### src/hw/msq_regs_pkg.sv
package msq_regs_pkg;
    // A bus source select codes
    localparam logic [3:0] A_SCR0 = 4'h0;
    localparam logic [3:0] A_SCR1 = 4'h1;
    localparam logic [3:0] A_SCR2 = 4'h2;
    localparam logic [3:0] A_SCR3 = 4'h3;
    localparam logic [3:0] A_GEN0 = 4'h4;
    localparam logic [3:0] A_GEN1 = 4'h5;
    localparam logic [3:0] A_GEN2 = 4'h6;
    localparam logic [3:0] A_GEN3 = 4'h7;
    localparam logic [3:0] A_GEN4 = 4'h8;
    localparam logic [3:0] A_GEN5 = 4'h9;
    localparam logic [3:0] A_GEN6 = 4'hA;
    localparam logic [3:0] A_GEN7 = 4'hB;
    localparam logic [3:0] A_INTS = 4'hC;
    localparam logic [3:0] A_CNT = 4'hD;
    localparam logic [3:0] A_PAGE = 4'hE;
    localparam logic [3:0] A_CHK = 4'hF;
    // D bus destination codes (B bus reads use A_GEN0..A_GEN3)
    localparam logic [4:0] D_NONE = 5'h00;
    localparam logic [4:0] D_SCR0 = 5'h01;
    localparam logic [4:0] D_GEN0 = 5'h05;
    localparam logic [4:0] D_GEN4 = 5'h09;
    localparam logic [4:0] D_MASK = 5'h0D;
    localparam logic [4:0] D_CNT = 5'h0E;
    localparam logic [4:0] D_PAGE = 5'h0F;
    localparam logic [4:0] D_MCM = 5'h10;
    // T bus transfer codes
    localparam logic [3:0] T_NONE = 4'h0;
    localparam logic [3:0] T_SCR_FROM_T = 4'h1;
    localparam logic [3:0] T_SCR_TO_T = 4'h2;
    localparam logic [3:0] T_SCRHI_FROM_T = 4'h3;
    localparam logic [3:0] T_GEN_FROM_SCR = 4'h4;
    localparam logic [3:0] T_SCR_FROM_GEN = 4'h5;
    localparam logic [3:0] T_GEN_TO_T = 4'h6;
    localparam logic [3:0] T_GEN_FROM_T = 4'h7;
    localparam logic [3:0] T_GENLO_FROM_T = 4'h8;
    localparam logic [3:0] T_RET_FROM_SCR = 4'h9;
    localparam logic [3:0] T_SCR_FROM_RET = 4'hA;
    localparam logic [3:0] T_CNT_FROM_T = 4'hB;
    localparam logic [3:0] T_PAGE_FROM_T = 4'hC;
    // interrupt status bit positions
    localparam int INT_CHBYTE = 0;
    localparam int INT_XFER = 1;
    localparam int INT_SELCH = 2;
    localparam int INT_WRAP = 3;
    localparam int INT_INDEX = 4;
    localparam int INT_CHAN = 5;
    localparam int INT_RESP = 6;
    localparam int INT_CHK2 = 7;
    // check mux control fields
    localparam int MCM_ENCK = 0;
    localparam int MCM_CCKSEL = 4;
    localparam logic [2:0] MCM_GRP_BUFUNC = 3'h1;
    localparam logic [2:0] MCM_GRP_BUFCOR = 3'h3;
    localparam int CHK_LATCHES = 47;
    localparam int CHK_GROUPS = 6;
    localparam logic [7:0] RESET_BYTE = 8'h00;
    localparam int ADDR_W = 13;

    typedef struct packed {
        logic [3:0] aSel;
        logic [3:0] bSel;
        logic [4:0] dSel;
        logic [3:0] tSel;
        logic [7:0] dBus;
        logic [31:0] tBusIn;
        logic clearIndex;
        logic clearChecks;
        logic saveReturn;
        logic returnJump;
    } uop_type;

    typedef struct packed {
        logic chByteDone;
        logic chCounterLoad;
        logic xferDecToZero;
        logic xferLoad;
        logic opIn;
        logic selChOption;
        logic selectionLatch;
        logic addressOut;
        logic selectOut;
        logic truncation;
        logic indexAlert;
        logic tagAccepted;
        logic okEnd;
        logic errEnd;
        logic checkTwoSet;
        logic bufCorrectable;
        logic bufUncorrectable;
    } events_type;
endpackage

### src/hw/microsequencer_register_set.sv
`timescale 1ns/1ns
`default_nettype none
module microsequencer_register_set (
    input wire logic clk,
    input wire logic rst_n,
    input wire msq_regs_pkg::uop_type uop,
    input wire msq_regs_pkg::events_type evt,
    input wire logic [msq_regs_pkg::ADDR_W-1:0] curAddr,
    input wire logic [7:0] channelCheck,
    input wire logic [msq_regs_pkg::CHK_LATCHES-1:0] faultSet,
    output logic [7:0] aBus,
    output logic [7:0] bBus,
    output logic [31:0] tBusOut,
    output logic [7:0] branchSourceBus,
    output logic [7:0] branchHold,
    output logic maskedIntBranch,
    output logic counterWrapBranch,
    output logic [msq_regs_pkg::ADDR_W-1:0] returnAddress,
    output logic returnJumpTaken,
    output logic enableCheck,
    output logic [1:0] errorCapturePages,
    output logic [7:0] interruptStatus
);
    logic [31:0] scratchWordFile [16];
    logic [7:0] generalByteQuad [4];
    logic [7:0] generalByteFive, generalByteSix, generalByteSeven, generalByteEight;
    logic [7:0] pageSelectReg, interruptMaskReg, cycleCounterReg, checkMuxControl;
    logic counterCarry;
    logic [msq_regs_pkg::CHK_LATCHES-1:0] machineCheckLatches;
    logic checkTwoLatch, opInPrev;
    logic [31:0] curWord;
    logic [7:0] checkViewMux, checkGroup;
    logic [3:0] page;
    logic cntLoad;

    // lane 0 of the word is the most significant byte in the documented numbering
    function automatic logic [7:0] pick(input logic [31:0] w, input logic [1:0] lane);
        pick = w[8*(3-lane) +: 8];
    endfunction

    assign page = pageSelectReg[7:4];
    assign curWord = scratchWordFile[page];
    assign cntLoad = uop.dSel == msq_regs_pkg::D_CNT || uop.tSel == msq_regs_pkg::T_CNT_FROM_T;
    assign enableCheck = checkMuxControl[7 - msq_regs_pkg::MCM_ENCK];
    assign errorCapturePages = checkMuxControl[5:4];

    // 47 latches fill six groups of eight; the 48th slot reads zero
    always_comb begin
        logic [47:0] padded;
        logic [2:0] grp;
        padded = {1'b0, machineCheckLatches};
        grp = checkMuxControl[2:0];
        checkGroup = 8'h00;
        if (grp < 3'(msq_regs_pkg::CHK_GROUPS)) begin
            // latch 8g+k shows as documented bit k of the group, i.e. bus index 7-k
            for (int i = 0; i < 8; i++) begin
                checkGroup[7 - i] = padded[8 * grp + i];
            end
        end
    end

    // mux bit 4 is field bit 3 in LSB-first storage
    assign checkViewMux = checkMuxControl[7 - msq_regs_pkg::MCM_CCKSEL] ? channelCheck
                                                                        : checkGroup;

    always_comb begin
        case (uop.aSel)
            msq_regs_pkg::A_SCR0, msq_regs_pkg::A_SCR1,
            msq_regs_pkg::A_SCR2, msq_regs_pkg::A_SCR3:
                aBus = pick(curWord, uop.aSel[1:0]);
            msq_regs_pkg::A_GEN0, msq_regs_pkg::A_GEN1,
            msq_regs_pkg::A_GEN2, msq_regs_pkg::A_GEN3:
                aBus = generalByteQuad[uop.aSel[1:0]];
            msq_regs_pkg::A_GEN4: aBus = generalByteFive;
            msq_regs_pkg::A_GEN5: aBus = generalByteSix;
            msq_regs_pkg::A_GEN6: aBus = generalByteSeven;
            msq_regs_pkg::A_GEN7: aBus = generalByteEight;
            msq_regs_pkg::A_INTS: aBus = interruptStatus;
            msq_regs_pkg::A_CNT: aBus = cycleCounterReg;
            msq_regs_pkg::A_PAGE: aBus = pageSelectReg;
            msq_regs_pkg::A_CHK: aBus = checkViewMux;
            default: aBus = 8'h00;
        endcase
    end

    always_comb begin
        bBus = 8'h00;
        if (uop.bSel[3:2] == 2'b01) begin
            bBus = generalByteQuad[uop.bSel[1:0]];
        end
    end

    // branch bus: only byte five, eight, scratch bytes and status are wired
    always_comb begin
        case (pageSelectReg[3:0])
            4'h0: branchSourceBus = generalByteFive;
            4'h1: branchSourceBus = pick(curWord, 2'd1);
            4'h2: branchSourceBus = pick(curWord, 2'd2);
            4'h3: branchSourceBus = pick(curWord, 2'd3);
            4'h4: branchSourceBus = interruptStatus;
            4'h5: branchSourceBus = pick(curWord, 2'd0);
            4'h6: branchSourceBus = generalByteEight;
            default: branchSourceBus = 8'h00;
        endcase
    end

    always_comb begin
        case (uop.tSel)
            msq_regs_pkg::T_SCR_TO_T: tBusOut = curWord;
            msq_regs_pkg::T_GEN_TO_T: tBusOut = {generalByteQuad[0], generalByteQuad[1],
                                                 generalByteQuad[2], generalByteQuad[3]};
            default: tBusOut = 32'h0000_0000;
        endcase
    end

    assign maskedIntBranch = |(interruptStatus & interruptMaskReg);
    assign counterWrapBranch = counterCarry;
    assign returnJumpTaken = uop.returnJump;

    // scratch file; bits 23:16 are never loaded from the T bus, bits 15:8 only by T_SCRHI_FROM_T
    always_ff @(posedge clk or negedge rst_n) begin
        if (!rst_n) begin
            for (int i = 0; i < 16; i++) begin
                scratchWordFile[i] <= 32'h0000_0000;
            end
        end else begin
            if (uop.dSel >= msq_regs_pkg::D_SCR0 && uop.dSel < msq_regs_pkg::D_SCR0 + 5'h04) begin
                scratchWordFile[page][8*(3-2'(uop.dSel - msq_regs_pkg::D_SCR0)) +: 8]
                    <= uop.dBus;
            end
            case (uop.tSel)
                msq_regs_pkg::T_SCR_FROM_T: begin
                    scratchWordFile[page][31:24] <= uop.tBusIn[31:24];
                    scratchWordFile[page][7:0] <= uop.tBusIn[7:0];
                end
                msq_regs_pkg::T_SCRHI_FROM_T: scratchWordFile[page][15:0] <= uop.tBusIn[15:0];
                msq_regs_pkg::T_SCR_FROM_GEN: scratchWordFile[page] <= {generalByteQuad[0],
                    generalByteQuad[1], generalByteQuad[2], generalByteQuad[3]};
                msq_regs_pkg::T_SCR_FROM_RET: scratchWordFile[page][15:0] <=
                    16'(returnAddress);
                default: ;
            endcase
        end
    end

    always_ff @(posedge clk or negedge rst_n) begin
        if (!rst_n) begin
            for (int i = 0; i < 4; i++) begin
                generalByteQuad[i] <= msq_regs_pkg::RESET_BYTE;
            end
            generalByteFive <= msq_regs_pkg::RESET_BYTE;
            generalByteSix <= msq_regs_pkg::RESET_BYTE;
            generalByteSeven <= msq_regs_pkg::RESET_BYTE;
            generalByteEight <= msq_regs_pkg::RESET_BYTE;
        end else begin
            case (uop.dSel)
                5'h05, 5'h06, 5'h07, 5'h08: generalByteQuad[2'(uop.dSel - msq_regs_pkg::D_GEN0)]
                    <= uop.dBus;
                5'h09: generalByteFive <= uop.dBus;
                5'h0A: generalByteSix <= uop.dBus;
                5'h0B: generalByteSeven <= uop.dBus;
                5'h0C: generalByteEight <= uop.dBus;
                default: ;
            endcase
            case (uop.tSel)
                msq_regs_pkg::T_GEN_FROM_SCR: begin
                    for (int i = 0; i < 4; i++) begin
                        generalByteQuad[i] <= pick(curWord, 2'(i));
                    end
                end
                msq_regs_pkg::T_GEN_FROM_T: begin
                    for (int i = 0; i < 4; i++) begin
                        generalByteQuad[i] <= pick(uop.tBusIn, 2'(i));
                    end
                end
                msq_regs_pkg::T_GENLO_FROM_T: begin
                    generalByteQuad[2] <= uop.tBusIn[15:8];
                    generalByteQuad[3] <= uop.tBusIn[7:0];
                end
                default: ;
            endcase
        end
    end

    always_ff @(posedge clk or negedge rst_n) begin
        if (!rst_n) begin
            pageSelectReg <= msq_regs_pkg::RESET_BYTE;
            interruptMaskReg <= msq_regs_pkg::RESET_BYTE;
            checkMuxControl <= msq_regs_pkg::RESET_BYTE;
            branchHold <= msq_regs_pkg::RESET_BYTE;
        end else begin
            branchHold <= branchSourceBus;
            if (uop.dSel == msq_regs_pkg::D_PAGE) begin
                pageSelectReg <= uop.dBus;
            end else if (uop.tSel == msq_regs_pkg::T_PAGE_FROM_T) begin
                pageSelectReg <= uop.tBusIn[7:0];
            end
            if (uop.dSel == msq_regs_pkg::D_MASK) begin
                interruptMaskReg <= uop.dBus;
            end
            if (uop.dSel == msq_regs_pkg::D_MCM) begin
                checkMuxControl <= uop.dBus;
            end
        end
    end

    always_ff @(posedge clk or negedge rst_n) begin
        if (!rst_n) begin
            cycleCounterReg <= msq_regs_pkg::RESET_BYTE;
            counterCarry <= 1'b0;
        end else if (uop.dSel == msq_regs_pkg::D_CNT) begin
            cycleCounterReg <= uop.dBus;
            counterCarry <= 1'b0;
        end else if (cntLoad) begin
            cycleCounterReg <= uop.tBusIn[7:0];
            counterCarry <= 1'b0;
        end else begin
            cycleCounterReg <= cycleCounterReg + 8'h01;
            if (&cycleCounterReg) begin
                counterCarry <= 1'b1;
            end
        end
    end

    always_ff @(posedge clk or negedge rst_n) begin
        if (!rst_n) begin
            returnAddress <= '0;
        end else if (uop.saveReturn) begin
            returnAddress <= curAddr + 13'h0001;
        end else if (uop.tSel == msq_regs_pkg::T_RET_FROM_SCR) begin
            returnAddress <= curWord[msq_regs_pkg::ADDR_W-1:0];
        end
    end

    // check latches: any new fault wins over a clear in the same cycle
    always_ff @(posedge clk or negedge rst_n) begin
        if (!rst_n) begin
            machineCheckLatches <= '0;
            checkTwoLatch <= 1'b0;
        end else begin
            machineCheckLatches <= (uop.clearChecks ? '0 : machineCheckLatches) | faultSet
                | (47'(evt.bufUncorrectable) << (8 * msq_regs_pkg::MCM_GRP_BUFUNC + 5))
                | (47'(evt.bufCorrectable) << (8 * msq_regs_pkg::MCM_GRP_BUFCOR + 1));
            checkTwoLatch <= (checkTwoLatch & ~uop.clearChecks) | evt.checkTwoSet
                | evt.bufCorrectable;
        end
    end

    // status kept in LSB-first storage so bit n of the doc is interruptStatus[7-n]
    always_ff @(posedge clk or negedge rst_n) begin
        if (!rst_n) begin
            interruptStatus <= msq_regs_pkg::RESET_BYTE;
            opInPrev <= 1'b0;
        end else begin
            opInPrev <= evt.opIn;
            if (evt.chByteDone) begin
                interruptStatus[7 - msq_regs_pkg::INT_CHBYTE] <= 1'b1;
            end else if (evt.chCounterLoad) begin
                interruptStatus[7 - msq_regs_pkg::INT_CHBYTE] <= 1'b0;
            end
            if (evt.xferDecToZero) begin
                interruptStatus[7 - msq_regs_pkg::INT_XFER] <= 1'b1;
            end else if (evt.xferLoad) begin
                interruptStatus[7 - msq_regs_pkg::INT_XFER] <= 1'b0;
            end
            if (evt.opIn && !opInPrev && evt.selChOption) begin
                interruptStatus[7 - msq_regs_pkg::INT_SELCH] <= 1'b1;
            end
            interruptStatus[7 - msq_regs_pkg::INT_WRAP] <= cntLoad ? 1'b0
                : (counterCarry | &cycleCounterReg);
            if (evt.indexAlert) begin
                interruptStatus[7 - msq_regs_pkg::INT_INDEX] <= 1'b1;
            end else if (uop.clearIndex) begin
                interruptStatus[7 - msq_regs_pkg::INT_INDEX] <= 1'b0;
            end
            interruptStatus[7 - msq_regs_pkg::INT_CHAN] <= evt.opIn
                ? ((evt.addressOut && !evt.selectOut) || evt.truncation)
                : evt.selectionLatch;
            interruptStatus[7 - msq_regs_pkg::INT_RESP] <=
                evt.tagAccepted | evt.okEnd | evt.errEnd;
            interruptStatus[7 - msq_regs_pkg::INT_CHK2] <= checkTwoLatch;
        end
    end

    a_mask_branch: assert property (@(posedge clk) disable iff (!rst_n)
        (uop.dSel == msq_regs_pkg::D_MASK)
        |=> maskedIntBranch == |(interruptStatus & $past(uop.dBus)))
        else $error("masked branch mismatch");
    a_counter_incr: assert property (@(posedge clk) disable iff (!rst_n)
        (!cntLoad) |=> cycleCounterReg == $past(cycleCounterReg) + 8'h01)
        else $error("counter did not increment");
    a_counter_load: assert property (@(posedge clk) disable iff (!rst_n)
        (uop.dSel == msq_regs_pkg::D_CNT)
        |=> !counterCarry && cycleCounterReg == $past(uop.dBus))
        else $error("counter load wrong");
    a_resp_follow: assert property (@(posedge clk) disable iff (!rst_n)
        (evt.tagAccepted | evt.okEnd | evt.errEnd) |=> interruptStatus[1])
        else $error("response bit not set");
    a_index_set: assert property (@(posedge clk) disable iff (!rst_n)
        evt.indexAlert |=> interruptStatus[3])
        else $error("index bit not set");
    a_return_save: assert property (@(posedge clk) disable iff (!rst_n)
        uop.saveReturn |=> returnAddress == $past(curAddr) + 13'h0001)
        else $error("return address wrong");
    a_branch_hold: assert property (@(posedge clk) disable iff (!rst_n)
        1'b1 |=> branchHold == $past(branchSourceBus))
        else $error("branch hold stale");
    a_chk_view: assert property (@(posedge clk) disable iff (!rst_n)
        checkMuxControl[3] && uop.aSel == msq_regs_pkg::A_CHK |-> aBus == channelCheck)
        else $error("check view wrong");
endmodule
`default_nettype wire

### config.mk
export PLATFORM = sky130hd
export DESIGN_NAME = microsequencer_register_set
export DESIGN_NICKNAME = d
export VERILOG_FILES = /design/src/hw/msq_regs_pkg.sv /design/src/hw/microsequencer_register_set.sv
export SDC_FILE = /design/constraint.sdc
export NUM_CORES = 2
export LEC_CHECK = 0
export ABC_AREA = 0
export ABC_CLOCK_PERIOD_IN_PS = 2700
export BUFFER_PORTS_ARGS = -buffer_cell sky130_fd_sc_hd__buf_2
export CAP_MARGIN = 20
export CELL_PAD_IN_SITES_DETAIL_PLACEMENT = 1
export CELL_PAD_IN_SITES_GLOBAL_PLACEMENT = 2
export CORE_MARGIN = 2
export CORE_UTILIZATION = 41
export CTS_CLUSTER_DIAMETER = 60
export DETAILED_ROUTE_END_ITERATION = 12
export PLACE_DENSITY_LB_ADDON = 0.1
export SLEW_MARGIN = 20
export SYNTH_ARGS = -nofsm -noshare
export SYNTH_HDL_FRONTEND = slang
export SYNTH_SLANG_ARGS = --single-unit
### constraint.sdc
create_clock -name clk -period 2.7 [get_ports clk]
set_input_delay 0.54 -clock clk [delete_from_list [all_inputs] [get_ports clk]]
set_output_delay 0.54 -clock clk [all_outputs]
set_load 0.01 [all_outputs]
Word-level counts from Yosys, hierarchy flattened
Index checks and enable logic that the tools add are counted.
{"block": "classes", "add_sub_neg": 14, "order_cmp": 17, "eq_ne": 46, "shift": 3, "n_mux": 73, "bitwise": 15, "reduce_logical": 26}
{"op": "512-bit bitwise mux", "count": 6}
{"op": "512-bit one-hot mux with 4 select lines", "count": 1}
{"op": "32-bit demux with 4-bit select", "count": 5}
{"op": "512-bit 2-to-1 mux", "count": 1}
{"op": "32-bit 2-to-1 mux", "count": 6}
{"op": "32-bit binary-select mux with 4-bit select", "count": 1}
{"op": "8-bit 2-to-1 mux", "count": 13}
{"op": "8-bit one-hot mux with 10 select lines", "count": 1}
{"op": "16-bit one-hot mux with 2 select lines", "count": 2}
{"op": "32-bit one-hot mux with 2 select lines", "count": 1}
{"op": "8-bit one-hot mux with 7 select lines", "count": 1}
{"op": "4-bit equality test (second input constant)", "count": 13}
{"op": "7-bit less-than comparator (second input constant)", "count": 7}
{"op": "47-bit 2-to-1 mux", "count": 1}
{"op": "47-bit by 14-bit bitwise OR with 47-bit output", "count": 1}
{"op": "47-bit by 26-bit bitwise OR with 47-bit output", "count": 1}
{"op": "47-bit bitwise OR", "count": 1}
{"op": "4-bit by 3-bit equality test with 1-bit output (second input constant)", "count": 11}
{"op": "1-bit binary-select mux with 6-bit select", "count": 7}
{"op": "5-bit by 4-bit equality test with 1-bit output (second input constant)", "count": 8}
{"op": "32-bit negator with 34-bit output", "count": 1}
{"op": "8-bit by 34-bit variable shift with 32-bit output (first input constant)", "count": 1}
{"op": "8-bit by 34-bit variable part select with 32-bit output", "count": 1}
{"op": "32-bit by 33-bit variable part select with 8-bit output", "count": 1}
{"op": "43 further kinds", "count": 102}
{"block": "word_totals", "register_bits": 687, "out_inout_bits": 91, "word_cells": 233}

Depth between registers and ports, before layout
{"block": "depth", "depth_word": 11, "depth_mapped": 10, "ltp_nobuf": 6}

Worst setup path before layout
No wires, ideal clock.
{"block": "synth_path", "kind": "input -> output", "start": "input uop[57] (netlist bit)", "end": "output aBus[6]", "arrival_time_ns": 2.164, "required_ns": 2.160, "path_slack_ns": -0.004, "path_stages": 7, "cell_sequence": "buf_2 > buf_2 > clkbuf_1 > buf_1 > nand2_1 > o2111a_1 > nor4_1"}
{"block": "synth_between", "elab_chain_cells": 5, "elab_cells_between_ends": 25, "classes_between": "add/sub (1); eq/ne (15); shift (1); mux (4); bitwise (1); reduce/logical (3)"}
{"element": "from (decl)", "line_no": "microsequencer_register_set.sv:6", "source": "input wire msq_regs_pkg::uop_type uop,"}
{"element": "branches (longest 4 deep; another with 2-bit by 2-bit subtractor with 3-bit output)"}
{"element": "8-bit one-hot mux with 10 select lines (*)", "line_no": "microsequencer_register_set.sv:67", "source": "case (uop.aSel)"}
{"element": "to (decl)", "line_no": "microsequencer_register_set.sv:11", "source": "output logic [7:0] aBus,"}
Mark *: on every way between the ends. The select of a mux whose other input is x is not followed.

Final worst setup path
{"block": "layout_path", "start": "register pageSelectReg[4]", "end": "output branchSourceBus[3]"}
{"block": "layout_between", "elab_chain_cells": 5}
{"element": "from (decl)", "line_no": "microsequencer_register_set.sv:27", "source": "logic [7:0] pageSelectReg, interruptMaskReg, cycleCounterReg, checkMuxControl;"}
{"element": "from (signal assigned)", "line_no": "microsequencer_register_set.sv:187", "source": "pageSelectReg <= msq_regs_pkg::RESET_BYTE;"}
{"element": "from (signal assigned)", "line_no": "microsequencer_register_set.sv:194", "source": "pageSelectReg <= uop.dBus;"}
{"element": "from (signal assigned)", "line_no": "microsequencer_register_set.sv:196", "source": "pageSelectReg <= uop.tBusIn[7:0];"}
{"element": "4-bit inverter with 5-bit output (not written as such)", "line_no": "microsequencer_register_set.sv:42", "source": "assign curWord = scratchWordFile[page];"}
{"element": "32-bit binary-select mux with 4-bit select", "line_no": "microsequencer_register_set.sv:42"}
{"element": "32-bit 2-to-1 mux (not written as such) (2 in series)", "line_no": "microsequencer_register_set.sv:42"}
{"element": "8-bit one-hot mux with 7 select lines", "line_no": "microsequencer_register_set.sv:95", "source": "case (pageSelectReg[3:0])"}
{"element": "to (decl)", "line_no": "microsequencer_register_set.sv:14", "source": "output logic [7:0] branchSourceBus,"}
No other way between the ends. The select of a mux whose other input is x is not followed.

==> impl_metrics.env <==
export IMPL_n_fill_cell=9855
export IMPL_die_area_um2=96700
export IMPL_slowest_stage="mux4_2"
export IMPL_grt_pass1_vias=37600
export IMPL_clock_skew_ns=0.0499
export IMPL_initial_core_util_pct=41.4
export IMPL_syn_cell_area_um2=38600
export IMPL_synthArstFlopShare_pct=100
export IMPL_max_stage_delay_ns=0.55
export IMPL_drt_iter0_drc=4120
export IMPL_crit_required_ns=2.16
export IMPL_path_clk_slew_ns=0.06
export IMPL_cp_cell_sequence="buf_12, buf_16, buf_12, mux4_2, mux2i_4, mux2i_1, buf_4, a22oi_2, nand4_1, buf_2"
export IMPL_worst_path_max_fanout=8
export IMPL_worstHoldPathType="in -> reg"
export IMPL_dp_hpwl_mm=142
export IMPL_firstDrtPassIters=6
export IMPL_rows=112
export IMPL_htree_levels=3
export IMPL_rsz0062_at_grt="yes"
export IMPL_clockBufferDepth=3
export IMPL_cts_sinks=686
export IMPL_fin_nets=4380
export IMPL_seq_area_frac_synth_pct=44.4
export IMPL_antenna_found_initial=8
export IMPL_startpoint="pageSelectReg[4]"
export IMPL_yosys_most_used_dff="dfrtp_1"
export IMPL_via_count=36200
export IMPL_endpoint_kind="output port"
export IMPL_p_leak_nw=23.0
export IMPL_cp_start_kind="register"
export IMPL_antenna_cells=0
export IMPL_core_area_um2=93300
export IMPL_registers_top_by_ff_count="scratchWordFile"
export IMPL_largest_reg_flops=512
export IMPL_hold_start="faultSet[3]"
export IMPL_multiInputGateArea_um2=20800
export IMPL_synth_distinct_cells=101
export IMPL_top_regs="scratchWordFile (512), machineCheckLatches (47), returnAddress (13)"
export IMPL_power_density_nw_per_um2=885
export IMPL_grt_pass1_wl_mm=278
export IMPL_num_io_pins=239
export IMPL_die_h_um=311
export IMPL_drtAntennaViolNets=0
export IMPL_reg2reg_setup_slack_ns=-0.07
export IMPL_gr_total_overflow=0
export IMPL_fin_util_pct=54.1
export IMPL_insertion_delay_ns=0.72
export IMPL_grtUsageTotal_pct=39.4
export IMPL_drc_errors=0
export IMPL_drv_slew=0
export IMPL_cts_made_buffers=93
export IMPL_root_buffer="clkbuf_16"
export IMPL_pre_cts_ws_ns=-0.810
export IMPL_maxCapViolations=0
export IMPL_die_w_um=311
export IMPL_finalSetupViolCount=56
export IMPL_max_freq_ghz=0.257
export IMPL_syn_num_nets=3710
export IMPL_cts_tree="built"
export IMPL_synth_edf_count=0
export IMPL_ir_drop_v=0.000555
export IMPL_syn_to_final_growth_pct=30.8
export IMPL_status="complete, but fails checks"
export IMPL_violations="setup timing"
export IMPL_worstPathArrival_ns=3.36
export IMPL_critPathKind="reg -> out"
export IMPL_drive_gt1_share_pct=35.1
export IMPL_grt_max_degree=79
export IMPL_holdPathEnd="machineCheckLatches[3]"
export IMPL_finalWirelength_mm=194
export IMPL_r2r_worst_path_cells=12
export IMPL_port_buffer_count=236
export IMPL_slew_limit_headroom_pct=49.4
export IMPL_register_area_um2=17200
export IMPL_worstMarginPinSlew_ns=0.755
export IMPL_fin_tns_setup_ns=-49.46
export IMPL_whs_path_depth=2
export IMPL_rr_startpoint="pageSelectReg[6]"
export IMPL_wl_per_cell_um=35.0
export IMPL_fin_crit_ns=3.90
export IMPL_post_route_period_util_pct=144
export IMPL_r2r_end="returnAddress[1]"
export IMPL_postSynthCellCount=3560
export IMPL_fin_ws_ns=-1.20
export IMPL_syn_area_per_cell_um2=10.9
export IMPL_ys_warn_count=0
export IMPL_final_hold_viol_count=0
export IMPL_yosys_register_bits=686
export IMPL_viasPerCell=6.52
export IMPL_gp_congestion=0.998
export IMPL_cp_common_cell="buf_12"
==> placed cells by master, fill, tap and decap left out, types with 14 or more instances in the layout <==
cell / instances
clkbuf_16: 96
nand2_2: 26
nand2b_1: 19
nor2b_1: 23
dfrtp_1: 674
buf_12: 75
mux2i_1: 499
a22o_1: 40
clkbuf_1: 18
a31oi_1: 23
inv_1: 24
nor2_1: 210
buf_4: 491
a21oi_1: 190
o22ai_1: 215
o21ai_0: 73
nand3_1: 27
a2bb2oi_1: 20
nor2_2: 22
buf_6: 95
and2_1: 17
a22oi_2: 31
a21o_1: 56
a222oi_1: 14
mux2_2: 57
a22o_4: 14
buf_2: 205
nand2_1: 298
a22oi_1: 54
nor2_4: 25
a32oi_1: 31
o21ai_1: 114
mux4_2: 149
==> cells in the mapped netlist, types with 7 or more instances <==
| master | number | area [µm²] |
|---|---|---|
| nand2_1 | 326 | 1220 |
| a2bb2oi_1 | 21 | 184 |
| o211ai_1 | 13 | 97.6 |
| buf_2 | 76 | 380 |
| nor2_4 | 21 | 236 |
| dfrtp_1 | 686 | 17200 |
| a22oi_1 | 85 | 638 |
| nor2_2 | 17 | 106 |
| o21ai_1 | 114 | 571 |
| buf_4 | 20 | 150 |
| xor2_1 | 13 | 114 |
| mux4_2 | 148 | 3330 |
| buf_1 | 20 | 75.1 |
| mux2i_1 | 515 | 5150 |
| a21o_1 | 56 | 420 |
| nor3_4 | 10 | 163 |
| and2_1 | 18 | 113 |
| buf_6 | 15 | 169 |
| a31oi_1 | 27 | 169 |
| nand3_1 | 27 | 135 |
| a211oi_1 | 8 | 60.1 |
| nand2_2 | 7 | 43.8 |
| nand4_1 | 13 | 81.3 |
| nor2b_1 | 30 | 188 |
| nor3_1 | 15 | 75.1 |
| nand2b_1 | 20 | 125 |
| a22o_1 | 54 | 473 |
| a32oi_1 | 33 | 289 |
| mux2_2 | 60 | 676 |
| and3_1 | 13 | 81.3 |
| a32o_1 | 8 | 80.1 |
| inv_1 | 24 | 90.1 |
| o22ai_1 | 220 | 1380 |
| nor2_1 | 219 | 822 |
| a21oi_1 | 193 | 966 |
| a222oi_1 | 14 | 140 |
| o21ai_0 | 78 | 390 |
| clkbuf_1 | 181 | 679 |
| xnor2_1 | 7 | 61.3 |
==> through the flow <==
step	hold WS [ns]	total power (W)	cell area (µm²)	std cells
after floorplan	0.244	0.0221	38600	3560
after global routing	0.0268	0.0461	50500	5553
after global placement	0.375	0.0290	45100	5309
after CTS	0.000134	0.0436	49700	5523
after detailed placement	0.380	0.0295	45100	5310
final	0.0347	0.0447	50500	5553
==> layer usage <==
layer | share of wire (%) | wire, µm | global-route usage [%]
met5 | 0.026 | 51 | 0
met2 | 44 | 85700 | 59.3
met1 | 41 | 80000 | 53.7
met4 | 5.2 | 10200 | 19.2
met3 | 9.4 | 18200 | 9.10
==> repair_timing <==
action / CTS / global route
pin swaps: 55 / 53
resized for setup: 220 / 130
hold buffers: 2 / 0
hold endpoints to repair: 36 / 0
buffers inserted: 43 / 36
gates cloned: 7 / 1
setup endpoints to repair: 80 / 107
==> worst max path at each step <==
stage                                    end  cells after the start
after floorplan                      aBus[2]                      7
after global placement    branchSourceBus[4]                      9
after detailed placement  branchSourceBus[4]                      9
after CTS                            aBus[3]                     11
after global routing      branchSourceBus[2]                     11
final                     branchSourceBus[3]                     10
==> power breakdown <==
group / internal (W) / switching [W]
sequential: 0.0132 / 0.00251
clock: 0.00730 / 0.00523
combinational: 0.00776 / 0.00874
==> cell families after synthesis <==
group / Yosys count / synth area share, %
mux: 726 / 23.8
flops: 686 / 44.4
simple gates: 803 / 10.5
fa+ha+maj: 2 / 0.0648
compound gates: 978 / 16.5
xor+xnor: 20 / 0.453
buf+inv: 345 / 4.19
==> layout make-up <==
| type | instances | area share, % |
|---|---|---|
| Multi-Input combinational cell | 2529 | 41.2 |
| Sequential cell | 686 | 34.0 |
| Timing Repair Buffer | 891 | 15.4 |
| Clock buffer | 125 | 5.16 |
| Tap cell | 1254 | 3.10 |
| Clock inverter | 39 | 0.919 |
| Inverter | 29 | 0.215 |
==> worst max-delay path: cells and delay by family (launching register included) <==
kind / cells / cell delay [ns]
buffers and inverters: 5 / 0.90
and+or+nand+nor: 1 / 0.26
AOI/OAI and AO/OA: 1 / 0.17
muxes: 3 / 0.87
DFF: 1 / 0.44
Power figures use the tool's default switching activity.
